`config.mk`:
```
export PLATFORM = sky130hd
export DESIGN_NAME = esq_event_step_sequencer
export DESIGN_NICKNAME = d
export VERILOG_FILES = /design/src/esq_pkg.sv /design/src/esq_event_step_sequencer.sv
export SDC_FILE = /design/constraint.sdc
export NUM_CORES = 2
export LEC_CHECK = 0
export BUFFER_PORTS_ARGS = -buffer_cell sky130_fd_sc_hd__buf_2
export CORE_ASPECT_RATIO = 1.2
export CORE_MARGIN = 4
export CORE_UTILIZATION = 45
export DETAILED_ROUTE_END_ITERATION = 8
export MAX_ROUTING_LAYER = met4
export PLACE_DENSITY = 0.68
export SETUP_SLACK_MARGIN = 0.1
export SLEW_MARGIN = 20
export SYNTH_ARGS = -nofsm -noshare
export SYNTH_HDL_FRONTEND = slang
export SYNTH_SLANG_ARGS = --single-unit
```
`constraint.sdc`:
```
create_clock -name ref_clk -period 9.9 [get_ports ref_clk]
set_input_delay 0.495 -clock ref_clk [delete_from_list [all_inputs] [get_ports ref_clk]]
set_output_delay 0.495 -clock ref_clk [all_outputs]
set_load 0.1 [all_outputs]
```
`src/esq_pkg.sv`:
```
// esq_pkg: constants, register map and state record of the event step sequencer.
// assumes one 40 MHz clock and an AXI4-Lite bus with byte addresses of 8 bits.
package esq_pkg;

    // sizes of the step table
    localparam int STEPS = 16;
    localparam int CNT_W = 14;
    localparam int STEP_W = 5;
    localparam int SEL_W = 5;
    localparam int PAT_W = 16;
    localparam int ADDR_W = 8;
    localparam int HUND_W = 20;

    // timebase: one timer unit is a hundredth of a second
    localparam int TICK_NS = 10000000;
    localparam int CLK_NS = 25;
    localparam int TICK_CYCLES = TICK_NS / CLK_NS;

    // register byte offsets
    localparam logic [7:0] REG_CTRL = 8'h00;
    localparam logic [7:0] REG_TIMEBASE = 8'h04;
    localparam logic [7:0] REG_LAST = 8'h08;
    localparam logic [7:0] REG_STEP_COUNT = 8'h10;
    localparam logic [7:0] REG_TIMER = 8'h14;
    localparam logic [7:0] REG_PRESET = 8'h18;
    localparam logic [7:0] REG_CURRENT = 8'h1C;
    localparam logic [1:0] TBL_REGS = 2'h0;
    localparam logic [1:0] TBL_COUNTS = 2'h1;
    localparam logic [1:0] TBL_EVENT = 2'h2;
    localparam logic [1:0] TBL_PATTERN = 2'h3;

    // field positions
    localparam int CTRL_RUN = 0;
    localparam int CTRL_RETAIN = 1;
    localparam int DONE_BIT = 16;

    // values after reset
    localparam logic [4:0] PRESET_RST = 5'h01;
    localparam logic [4:0] LAST_RST = 5'h10;
    localparam logic [13:0] TIMEBASE_RST = 14'h0001;
    localparam logic [4:0] UNASSIGNED_CODE = 5'h00;

    localparam logic [1:0] RESP_OKAY = 2'h0;
    localparam logic [1:0] RESP_SLVERR = 2'h2;

    typedef enum logic [1:0] {
        ESQ_PROG = 2'b00,
        ESQ_RUN = 2'b01,
        ESQ_DONE = 2'b11
    } esq_mode_t;

endpackage : esq_pkg

```
`src/esq_event_step_sequencer.sv`:
```
// esq_event_step_sequencer: sixteen-step event/time sequencer with AXI4-Lite registers.
// assumes start, jog, reset and events come from logic outside this clock domain.
//
// How it works
// - entering run mode non-retentive loads the current step from the preset step first
// - reset beats start; holds preset step, no timing, no events
// - start low freezes timer and step count; counting resumes from there
// - last step done sets completion, holds step, ignores start and jog
// - reset during completion clears the flag and enters the preset step
// - each jog rising edge advances one step when reset is low
// - jog clears the step count; runs at once if start is high
// - jog in the last step moves to completed and sets the flag
// - sixteen steps, each with count, event select and output pattern
// - timer counts only while start and the step's event are true
// - count reaching the step's counts value moves to the next step
// - four status words: step count, timer, preset step, current step
// - preset step writable any time; other three read only
// - only the first word carries a flag bit, meaning completion
// - outputs follow the current step pattern in run mode always
// - program to run, non-retentive, shows the preset step pattern two cycles after run is set
// - each step selects one event input, or none with the unassigned code
// - each pattern is sixteen bits, one per output
// - timer value advances in hundredths of a second
// - non-retentive restarts at preset and zero; retentive keeps state
`timescale 1ns/1ps

module esq_event_step_sequencer #(
    parameter int HUND_CYCLES = esq_pkg::TICK_CYCLES
) (
    input wire logic ref_clk,
    input wire logic reset_n,
    // axi4-lite slave
    input wire logic [esq_pkg::ADDR_W-1:0] s_axi_awaddr,
    input wire logic s_axi_awvalid,
    output logic s_axi_awready,
    input wire logic [31:0] s_axi_wdata,
    input wire logic [3:0] s_axi_wstrb,
    input wire logic s_axi_wvalid,
    output logic s_axi_wready,
    output logic [1:0] s_axi_bresp,
    output logic s_axi_bvalid,
    input wire logic s_axi_bready,
    input wire logic [esq_pkg::ADDR_W-1:0] s_axi_araddr,
    input wire logic s_axi_arvalid,
    output logic s_axi_arready,
    output logic [31:0] s_axi_rdata,
    output logic [1:0] s_axi_rresp,
    output logic s_axi_rvalid,
    input wire logic s_axi_rready,
    // control from the surrounding logic
    input wire logic seq_start,
    input wire logic seq_jog,
    input wire logic seq_reset,
    input wire logic [esq_pkg::STEPS-1:0] event_in,
    // results
    output logic [esq_pkg::PAT_W-1:0] step_out,
    output logic completion_flag,
    output logic [esq_pkg::STEP_W-1:0] current_step
);

    typedef struct packed {
        // bus side
        logic aw_held;
        logic [esq_pkg::ADDR_W-1:0] aw_addr;
        logic w_held;
        logic [31:0] w_data;
        logic [3:0] w_strb;
        logic bvalid;
        logic [1:0] bresp;
        logic rvalid;
        logic [31:0] rdata;
        logic [1:0] rresp;
        // configuration
        logic run;
        logic retain;
        logic [esq_pkg::CNT_W-1:0] timebase;
        logic [esq_pkg::STEP_W-1:0] last;
        logic [esq_pkg::STEP_W-1:0] preset;
        logic [esq_pkg::STEPS-1:0][esq_pkg::CNT_W-1:0] counts;
        logic [esq_pkg::STEPS-1:0][esq_pkg::SEL_W-1:0] evsel;
        logic [esq_pkg::STEPS-1:0][esq_pkg::PAT_W-1:0] pattern;
        // sequencer
        esq_pkg::esq_mode_t mode;
        logic [esq_pkg::STEP_W-1:0] cur;
        logic [esq_pkg::CNT_W-1:0] step_cnt;
        logic [esq_pkg::CNT_W-1:0] tval;
        logic [esq_pkg::HUND_W-1:0] hund;
        logic done;
        logic [esq_pkg::PAT_W-1:0] pat_out;
        // synchronisers
        logic start_m;
        logic start_s;
        logic jog_m;
        logic jog_s;
        logic jog_d;
        logic rst_m;
        logic rst_s;
        logic [esq_pkg::STEPS-1:0] ev_m;
        logic [esq_pkg::STEPS-1:0] ev_s;
    } esq_regs_t;

    // constant state after power-up: non-retentive start
    function automatic esq_regs_t esq_reset_value();
        esq_regs_t r;
        r = '0;
        r.timebase = esq_pkg::TIMEBASE_RST;
        r.last = esq_pkg::LAST_RST;
        r.preset = esq_pkg::PRESET_RST;
        r.cur = esq_pkg::PRESET_RST;
        r.mode = esq_pkg::ESQ_PROG;
        return r;
    endfunction : esq_reset_value

    localparam esq_regs_t RST_VALUE = esq_reset_value();

    // byte-lane merge of a write into an old word
    function automatic logic [31:0] esq_merge(
        input logic [31:0] old,
        input logic [31:0] d,
        input logic [3:0] strb
    );
        logic [31:0] r;
        r = old;
        for (int i = 0; i < 4; i++) begin
            if (strb[i]) begin
                r[8*i +: 8] = d[8*i +: 8];
            end
        end
        return r;
    endfunction : esq_merge

    // step numbers live in 1..16; out-of-range writes are pulled in
    function automatic logic [4:0] esq_clamp(input logic [4:0] v);
        logic [4:0] r;
        r = v;
        if (v == 5'h00) begin
            r = 5'h01;
        end else if (v > 5'h10) begin
            r = 5'h10;
        end
        return r;
    endfunction : esq_clamp

    // a step watches one event; the unassigned code counts on time alone
    function automatic logic esq_event_ok(
        input logic [4:0] sel,
        input logic [15:0] ev
    );
        logic r;
        r = 1'b1;
        if (sel != esq_pkg::UNASSIGNED_CODE && sel <= 5'h10) begin
            r = ev[4'(sel - 5'h01)];
        end
        return r;
    endfunction : esq_event_ok

    localparam logic [esq_pkg::HUND_W-1:0] HUND_LAST = esq_pkg::HUND_W'(HUND_CYCLES - 1);

    esq_regs_t s;
    esq_regs_t next_s;

    // handshakes straight from held state
    assign s_axi_awready = !s.aw_held && !s.bvalid;
    assign s_axi_wready = !s.w_held && !s.bvalid;
    assign s_axi_bvalid = s.bvalid;
    assign s_axi_bresp = s.bresp;
    assign s_axi_arready = !s.rvalid;
    assign s_axi_rvalid = s.rvalid;
    assign s_axi_rdata = s.rdata;
    assign s_axi_rresp = s.rresp;
    assign step_out = s.pat_out;
    assign completion_flag = s.done;
    assign current_step = s.cur;

    // next state: bus slave, then the sequencer proper
    always_comb begin
        logic [31:0] rd;
        logic [31:0] wd;
        logic [1:0] rsp;
        logic [3:0] ix;
        logic [3:0] wix;
        logic [13:0] tb;
        logic adv;
        logic load;
        logic jog_edge;
        rd = 32'h0000_0000;
        wd = 32'h0000_0000;
        rsp = esq_pkg::RESP_OKAY;
        ix = 4'(s.cur - 5'h01);
        wix = s.aw_addr[5:2];
        tb = (s.timebase == 14'h0000) ? 14'h0001 : s.timebase;
        adv = 1'b0;
        load = 1'b0;
        jog_edge = s.jog_s && !s.jog_d;
        next_s = s;

        // write address and data are caught in either order
        if (!s.aw_held && !s.bvalid && s_axi_awvalid) begin
            next_s.aw_held = 1'b1;
            next_s.aw_addr = s_axi_awaddr;
        end
        if (!s.w_held && !s.bvalid && s_axi_wvalid) begin
            next_s.w_held = 1'b1;
            next_s.w_data = s_axi_wdata;
            next_s.w_strb = s_axi_wstrb;
        end
        if (s.bvalid && s_axi_bready) begin
            next_s.bvalid = 1'b0;
        end

        // both halves held: perform the write, answer next cycle
        if (s.aw_held && s.w_held && !s.bvalid) begin
            next_s.aw_held = 1'b0;
            next_s.w_held = 1'b0;
            next_s.bvalid = 1'b1;
            unique case (s.aw_addr[7:6])
                esq_pkg::TBL_REGS: begin
                    next_s.bresp = esq_pkg::RESP_OKAY;
                    unique case ({s.aw_addr[7:2], 2'b00})
                        esq_pkg::REG_CTRL: begin
                            wd = esq_merge({30'h0, s.retain, s.run}, s.w_data, s.w_strb);
                            next_s.run = wd[esq_pkg::CTRL_RUN];
                            next_s.retain = wd[esq_pkg::CTRL_RETAIN];
                        end
                        esq_pkg::REG_TIMEBASE: begin
                            wd = esq_merge({18'h0, s.timebase}, s.w_data, s.w_strb);
                            next_s.timebase = wd[13:0];
                        end
                        esq_pkg::REG_LAST: begin
                            wd = esq_merge({27'h0, s.last}, s.w_data, s.w_strb);
                            next_s.last = esq_clamp(wd[4:0]);
                        end
                        esq_pkg::REG_PRESET: begin
                            // takes effect at the next reset while running, or at non-retentive run entry
                            wd = esq_merge({27'h0, s.preset}, s.w_data, s.w_strb);
                            next_s.preset = esq_clamp(wd[4:0]);
                        end
                        // the three read-only status words ignore writes but answer okay
                        esq_pkg::REG_STEP_COUNT, esq_pkg::REG_TIMER,
                        esq_pkg::REG_CURRENT: begin
                            wd = 32'h0000_0000;
                        end
                        default: begin
                            next_s.bresp = esq_pkg::RESP_SLVERR;
                        end
                    endcase
                end
                esq_pkg::TBL_COUNTS: begin
                    wd = esq_merge({18'h0, s.counts[wix]}, s.w_data, s.w_strb);
                    next_s.counts[wix] = wd[13:0];
                    next_s.bresp = esq_pkg::RESP_OKAY;
                end
                esq_pkg::TBL_EVENT: begin
                    wd = esq_merge({27'h0, s.evsel[wix]}, s.w_data, s.w_strb);
                    next_s.evsel[wix] = wd[4:0];
                    next_s.bresp = esq_pkg::RESP_OKAY;
                end
                esq_pkg::TBL_PATTERN: begin
                    wd = esq_merge({16'h0, s.pattern[wix]}, s.w_data, s.w_strb);
                    next_s.pattern[wix] = wd[15:0];
                    next_s.bresp = esq_pkg::RESP_OKAY;
                end
            endcase
        end

        // read: one outstanding, data registered with the valid
        if (s.rvalid && s_axi_rready) begin
            next_s.rvalid = 1'b0;
        end
        if (!s.rvalid && s_axi_arvalid) begin
            unique case (s_axi_araddr[7:6])
                esq_pkg::TBL_REGS: begin
                    unique case ({s_axi_araddr[7:2], 2'b00})
                        esq_pkg::REG_CTRL: rd = {30'h0, s.retain, s.run};
                        esq_pkg::REG_TIMEBASE: rd = {18'h0, s.timebase};
                        esq_pkg::REG_LAST: rd = {27'h0, s.last};
                        // only the first status word carries a flag
                        esq_pkg::REG_STEP_COUNT: begin
                            rd = {18'h0, s.step_cnt};
                            rd[esq_pkg::DONE_BIT] = s.done;
                        end
                        esq_pkg::REG_TIMER: rd = {18'h0, s.tval};
                        esq_pkg::REG_PRESET: rd = {27'h0, s.preset};
                        esq_pkg::REG_CURRENT: rd = {27'h0, s.cur};
                        default: rsp = esq_pkg::RESP_SLVERR;
                    endcase
                end
                esq_pkg::TBL_COUNTS: rd = {18'h0, s.counts[s_axi_araddr[5:2]]};
                esq_pkg::TBL_EVENT: rd = {27'h0, s.evsel[s_axi_araddr[5:2]]};
                esq_pkg::TBL_PATTERN: rd = {16'h0, s.pattern[s_axi_araddr[5:2]]};
            endcase
            next_s.rvalid = 1'b1;
            next_s.rdata = rd;
            next_s.rresp = rsp;
        end

        // two flops on every outside input
        next_s.start_m = seq_start;
        next_s.start_s = s.start_m;
        next_s.jog_m = seq_jog;
        next_s.jog_s = s.jog_m;
        next_s.jog_d = s.jog_s;
        next_s.rst_m = seq_reset;
        next_s.rst_s = s.rst_m;
        next_s.ev_m = event_in;
        next_s.ev_s = s.ev_m;

        // step control
        unique case (s.mode)
            esq_pkg::ESQ_PROG: begin
                if (s.run) begin
                    // retentive runs resume where they stopped
                    next_s.mode = (s.retain && s.done) ? esq_pkg::ESQ_DONE : esq_pkg::ESQ_RUN;
                    load = !s.retain;
                end
            end
            esq_pkg::ESQ_RUN: begin
                if (!s.run) begin
                    next_s.mode = esq_pkg::ESQ_PROG;
                end else if (s.rst_s) begin
                    load = 1'b1;
                end else if (jog_edge) begin
                    adv = 1'b1;
                end else if (s.start_s && esq_event_ok(s.evsel[ix], s.ev_s)) begin
                    // start low freezes the timer and step count; reset and jog still act
                    if (s.hund == HUND_LAST) begin
                        next_s.hund = '0;
                        if (s.tval + 14'h0001 >= tb) begin
                            next_s.tval = '0;
                            if (s.step_cnt + 14'h0001 >= s.counts[ix]) begin
                                adv = 1'b1;
                            end else begin
                                next_s.step_cnt = s.step_cnt + 14'h0001;
                            end
                        end else begin
                            next_s.tval = s.tval + 14'h0001;
                        end
                    end else begin
                        next_s.hund = s.hund + 20'h00001;
                    end
                end
            end
            esq_pkg::ESQ_DONE: begin
                // start and jog have no effect here
                if (!s.run) begin
                    next_s.mode = esq_pkg::ESQ_PROG;
                end else if (s.rst_s) begin
                    next_s.mode = esq_pkg::ESQ_RUN;
                    load = 1'b1;
                end
            end
            default: begin
                next_s.mode = esq_pkg::ESQ_PROG;
            end
        endcase

        // preset entry clears counts and completion
        if (load) begin
            next_s.cur = s.preset;
            next_s.step_cnt = '0;
            next_s.tval = '0;
            next_s.hund = '0;
            next_s.done = 1'b0;
        end

        // step advance; a preset past the last step also completes
        if (adv) begin
            next_s.step_cnt = '0;
            next_s.tval = '0;
            next_s.hund = '0;
            if (s.cur >= s.last) begin
                next_s.mode = esq_pkg::ESQ_DONE;
                next_s.done = 1'b1;
            end else begin
                next_s.cur = s.cur + 5'h01;
            end
        end

        // outputs follow the step a cycle later, blind to start and reset
        if (s.mode != esq_pkg::ESQ_PROG) begin
            next_s.pat_out = s.pattern[ix];
        end else begin
            next_s.pat_out = '0;
        end
    end

    // single state register
    always_ff @(posedge ref_clk or negedge reset_n) begin
        if (!reset_n) begin
            s <= RST_VALUE;
        end else begin
            s <= next_s;
        end
    end

endmodule : esq_event_step_sequencer

```
Yosys cells after proc, flatten, opt, wreduce, memory -nomap -nowiden. Cells that the tools add are included.

Word-level logic and storage cells: 285. Bits of input ports: 78. Output and inout bits: 63. Register bits: 781.

$lt $le $gt $ge: 11. Muxes and demuxes: 110. Reduce and logical (&&, ||, !) cells: 54. Eq/ne operators: 24. $add $sub $neg: 6.

Operators with widths (number): 256-bit bitwise mux (1); 48-bit two-way mux (5); 224-bit bitwise mux (1); 16-bit binary-select mux with 4-bit select (3); 14-bit binary-select mux with 4-bit select (3); 32-bit one-hot mux with 4 select lines (1); 17-bit one-hot mux with 7 select lines (1); 14-bit two-way mux (8); 5-bit two-way mux (20); 80-bit bitwise mux (1); 16-bit two-way mux (5); 8-bit two-way mux (9); 16-bit demux with 4-bit select (1); 5-bit binary-select mux with 4-bit select (3); 14-bit demux with 4-bit select (1); 56-bit two-way mux (1); 54-bit two-way mux (1); 6-bit by 3-bit equality test with 1-bit output, second input constant (8); 37-bit two-way mux (1); 35-bit two-way mux (1); 14-bit by 1-bit adder with 14-bit output, second input constant (2); 14-bit >= comparator (2); 28-bit two-way mux (1); 1-bit two-way mux (22); other kinds (42) (103).

Longest topological paths before layout.
Word-level depth: 20. Mapped depth: 26. Depth with buffers taken out: 16.

Worst setup path before layout. Ideal clock, no wire load.

Path kind: register -> register. Start point: register s (netlist bit current_step[0]). End point: register s[83] in the netlist's numbering. Clock period less this slack: 7.471 ns. Required time: 9.775 ns. Buffers on the path: 10. Library setup time: 0.125 ns. Arrival: 7.346 ns. Path slack: 2.429 ns. Cell stages (with the launch flop): 26. Path through: dfstp_2 > buf_2 > buf_2 > clkbuf_1 > clkbuf_1 > clkbuf_1 > inv_1 > ha_1 > clkbuf_1 > buf_1 > clkbuf_1 > clkbuf_1 > mux4_2 > mux4_2 > ha_1 > nand2b_1 > a21oi_1 > a211oi_1 > o21ai_0 > a211oi_1 > o21ai_0 > nor4bb_1 > a21oi_4 > o21ai_2 > buf_6 > mux2_4.

Word-level cells in the longest chain between the ends: 19. Elaborated cells between the ends (all ways): 34. Those cells by class: add/sub: 2; order compare: 2; eq/ne: 2; mux: 20; reduce/logical: 8.

Ends and longest elaborated chain: start: declaration (RTL line esq_event_step_sequencer.sv:159) `esq_regs_t s;`; start signal: assignment (RTL line esq_event_step_sequencer.sv:392) `s <= next_s;`; 4-bit by 1-bit subtractor with 4-bit output (*) (RTL line esq_event_step_sequencer.sv:189) `ix = 4'(s.cur - 5'h01);`; 5-bit binary-select mux with 4-bit select (RTL line esq_event_step_sequencer.sv:324) `end else if (s.start_s && esq_event_ok(s.evsel[ix], s.ev_s)) begin`; 5-bit two-way mux (not written as such) (RTL line esq_event_step_sequencer.sv:324); 4-bit by 1-bit subtractor with 4-bit output (RTL line esq_event_step_sequencer.sv:152) `r = ev[4'(sel - 5'h01)];`; 1-bit binary-select mux with 4-bit select (RTL line esq_event_step_sequencer.sv:152); 1-bit two-way mux (not written as such) (RTL line esq_event_step_sequencer.sv:152); 1-bit two-way mux (RTL line esq_event_step_sequencer.sv:151) `if (sel != esq_pkg::UNASSIGNED_CODE && sel <= 5'h10) begin`; 1-bit two-way mux (RTL line esq_event_step_sequencer.sv:322) `end else if (jog_edge) begin`; (+3 left out); 1-bit logical AND (RTL line esq_event_step_sequencer.sv:324); 1-bit two-way mux (RTL line esq_event_step_sequencer.sv:324); 1-bit two-way mux (RTL line esq_event_step_sequencer.sv:322); 1-bit two-way mux (RTL line esq_event_step_sequencer.sv:320) `end else if (s.rst_s) begin`; 1-bit two-way mux (RTL line esq_event_step_sequencer.sv:318) `if (!s.run) begin`; 1-bit two-way mux (RTL line esq_event_step_sequencer.sv:309) `unique case (s.mode)`; 3-bit by 1-bit inequality test with 1-bit output (no line) or 3-bit nonzero test (tied branches); 6-bit AND reduction (no line).

Every way passes the cells marked *; elsewhere a longest branch is shown, timed or not. The select of a mux whose other input is x is not followed. A chain may end at the register's enable or synchronous reset.

Worst setup path in the final report.
Start point: register s (netlist bit current_step[0]). End point: register s[89] in the netlist's numbering.

Same word-level chain as after synthesis.

==> results.cfg <==
[run_status]
status = finished, final reports clean

[clocking]
cts_tree = built
clkLatencyLatePin_ps = 650
clkSlewWorstSetupHoldPaths_ps = 70
cts_max_level = 3
clockRootBuffer = clkbuf_16
cts_buffer_depth = 3
cts_buffers = 75
cts.sinks = 744
cts_setup_buffers = 0
cts_resized = 0

[sta]
finalSetupViolCount = 0
layout_worst_path_cycle_share_pct = 71.94
timing.fmax_mhz = 140.4
slew_viol_final = 0
slew_headroom_pct = 22.56
rsz0062_at_grt = no
worst_pin_slew_ps = 1162
layout_min_cycle_time_ps = 7122
tns_ps = 0
hold_viol = 0
skew_ps = 32.60

[worst_setup_path]
r2r-start = current_step[0]$_DFF_PN1_
slowest_delay_ps = 950
start_kind = flip-flop
cp_slowest_cell = dfstp_4
cp_max_fo = 46
path_class = flip-flop to flip-flop
cp.arrival_ps = 7650
cp_data_required_time_ps = 10430
rrSetupSlack_ps = 2780
end_kind = flip-flop
reg2reg_to = s[89]$_DFFE_PN0P_
cp_num_buf_inv = 3
crit_chain = inv_1 -> ha_4 -> buf_4 -> mux4_2 -> mux4_2 -> inv_1 -> ha_1 -> nand4_1 -> a21oi_1 -> a211oi_1 -> o21ai_0 -> a211oi_1 -> o21ai_0 -> nor4bb_1 -> a21oi_4 -> o21ai_2 -> mux2_2
critical_path.top_delay_family = compound AO/OA/AOI/OAI gates
worstRegToRegCells = 17
path_depth = 17

[finish]
layout_commonest_cell = dfrtp_1
final_util_pct = 49.92
finalNetCount = 3544
drive_gt1_share_pct = 29.11
layout_common_cells = 735 x dfrtp_1, 570 x nand2_1, 522 x o21ai_0
areaGrowthSynthToFinish_pct = 9.989
instances_no_fill = 4740

[flow_run]
maxCapViolCount = 0

[placed_design]
io_buffers = 101
place_inst = 4579
place_hpwl_um = 76100
place.gp.congestion = 0.8640

[logic_synthesis]
synth_area_per_cell_um2 = 12.24
synthArstFlopShare_pct = 100.0
syn_area_um2 = 42540
ys.flop_type = dfrtp_1
ys_seq_area_share_pct = 43.78
ys_warn_count = 0
ys_seq_elements = 744
syn_inst = 3475
ys_types = 74
synth_edf_count = 0

[route]
wl_met3_um = 12540
top_layer_used = met4
drt-met1-wl_um = 47320
detail-route-antenna-nets = 0
vias = 30450
detail_route.wl_per_cell_um = 26.56
drc_errors = 0
drt_wl_total_um = 125900
drtIter0Drc = 3642
wl_met2_um = 59300
dr.pass1.iters = 5
vias_per_cell = 6.423

[worst_hold_path]
min_from = s_axi_rready
hold_depth = 2
worstHoldPathType = input port to flip-flop
hold_path_end = s_axi_rvalid$_DFFE_PN0P_

[global_route]
grt_pass1_vias = 30740
grt_max_degree = 163
antenna_found_initial = 7
grt_pass1_wl_um = 193200
overflow = 0
grtUsageTotal_pct = 26.44

[power]
vdd_drop_max_mv = 0.3006
leakage_nw = 19.31
power_density_nw_per_um2 = 292.8

[floorplanning]
initial_utilization_pct = 45.39
fp.coreArea_um2 = 93720
dieArea_um2 = 99530
rows = 123
io_pins = 141
chipHeight_um = 344.8
die_x_um = 288.7
sequential cells by signal, summed over array words and instances (netlist names):
| register | count |
|---|---|
| s_axi_bresp | 1 |
| step_out | 16 |
| completion_flag | 1 |
| s_axi_rvalid | 1 |
| next_s | 20 |
| s_axi_rresp | 1 |
| current_step | 5 |
| s | 681 |
| s_axi_bvalid | 1 |
| s_axi_rdata | 17 |
through the flow:
| step | hold WS [ps] | setup slack, ps | cell area [um2] | total power [W] |
|---|---|---|---|---|
| after floorplan | 199.4 | 2429 | 42600 | 0.008817 |
| after global placement | 332.8 | 2901 | 43860 | 0.01046 |
| after detailed placement | 335.5 | 2832 | 43870 | 0.01060 |
| after CTS | 12.56 | 2793 | 46660 | 0.01363 |
| after global routing | 29.89 | 2450 | 46790 | 0.01439 |
| final | 35.80 | 2778 | 46790 | 0.01370 |
worst register-to-register path, delay by kind of cell, from the launching register on:
family          cells  cell delay (ps)
mux                 3             1390
fa+ha+maj           2             1020
compound gates      7             1700
buf+inv             3              930
flops               1              950
simple gates        2             1000
area by class of cell:
cell class	count	area, um2
Fill cell	7934	46940
Multi-Input combinational cell	2351	22420
Sequential cell	744	18640
Clock buffer	109	2217
Tap cell	1250	1564
Timing Repair Buffer	199	1354
Clock inverter	25	367.9
Inverter	55	207.7
Antenna cell	7	17.52
logic make-up (layout without fill, tap and decap cells):
family	after synthesis	in the layout	synth area share (%)
other	1	24	0.008816
xor gates and xnor gates	30	30	0.6530
and+or+nand+nor	834	834	8.451
buffers and inverters	396	388	4.053
AOI/OAI and AO/OA	722	722	9.710
DFF	744	744	43.78
adders and majority gates	40	40	1.177
muxes	708	708	32.17
metal layers:
layer | track usage (%) | up-vias
met4 | 12.68 | 0
met3 | 6.196 | 357
met1 | 33.19 | 15560
met5 | - | -
met2 | 40.89 | 1555
li1 | - | 12970
Yosys cell counts, drive strengths merged, types with 3 or more instances:
| cell | n | area share [%] |
|---|---|---|
| dfrtp | 740 | 44 |
| nand2 | 571 | 5.0 |
| o21ai | 527 | 6.2 |
| mux4 | 511 | 27 |
| clkbuf | 219 | 1.9 |
| mux2 | 140 | 3.7 |
| buf | 122 | 1.6 |
| nor2 | 62 | 0.55 |
| mux2i | 57 | 1.4 |
| inv | 54 | 0.48 |
| ha | 40 | 1.2 |
| a211oi | 36 | 0.64 |
| and3 | 36 | 0.53 |
| nand3 | 32 | 0.38 |
| nor2b | 30 | 0.44 |
| nor3 | 28 | 0.33 |
| a21oi | 25 | 0.32 |
| xnor2 | 22 | 0.49 |
| a21o | 20 | 0.35 |
| a31oi | 18 | 0.26 |
| nand2b | 17 | 0.25 |
| o31ai | 15 | 0.26 |
| or3 | 15 | 0.22 |
| a22oi | 11 | 0.19 |
| a221oi | 10 | 0.21 |
| o211ai | 9 | 0.16 |
| o41ai | 9 | 0.19 |
| a22o | 8 | 0.16 |
| nor4 | 8 | 0.12 |
| or2 | 8 | 0.12 |
| xor2 | 8 | 0.16 |
| and2 | 7 | 0.11 |
| nand4 | 7 | 0.10 |
| a41o | 4 | 0.094 |
| a41oi | 4 | 0.10 |
| dfstp | 4 | 0.25 |
| o311a | 4 | 0.094 |
| a222oi | 3 | 0.071 |
| nor3b | 3 | 0.053 |
| nor4b | 3 | 0.062 |
how the worst max path moves through the flow:
stage	start	endpoint	slack, ps
2_1_floorplan	current_step[0]$_DFF_PN1_	s[83]$_DFFE_PN0P_	2430
3_3_place_gp	current_step[0]$_DFF_PN1_	s[80]$_DFFE_PN0P_	2900
3_5_place_dp	current_step[0]$_DFF_PN1_	s[89]$_DFFE_PN0P_	2830
4_1_cts	current_step[0]$_DFF_PN1_	s[89]$_DFFE_PN0P_	2790
5_1_grt	current_step[0]$_DFF_PN1_	s[92]$_DFFE_PN0P_	2450
6_report	current_step[0]$_DFF_PN1_	s[89]$_DFFE_PN0P_	2780
power breakdown:
group | internal (W) | switching [W] | total [W]
combinational | 0.00247 | 0.00337 | 0.00584
sequential | 0.00381 | 0.00103 | 0.00484
clock | 0.00177 | 0.00125 | 0.00301
total | 0.00805 | 0.00565 | 0.0137
repair_timing:
action,4_1_cts,5_1_grt
hold buffers,20,0
endpoints found under the setup margin,0,0
endpoints found under the hold margin,109,0
(Power assumes the default switching activity.)
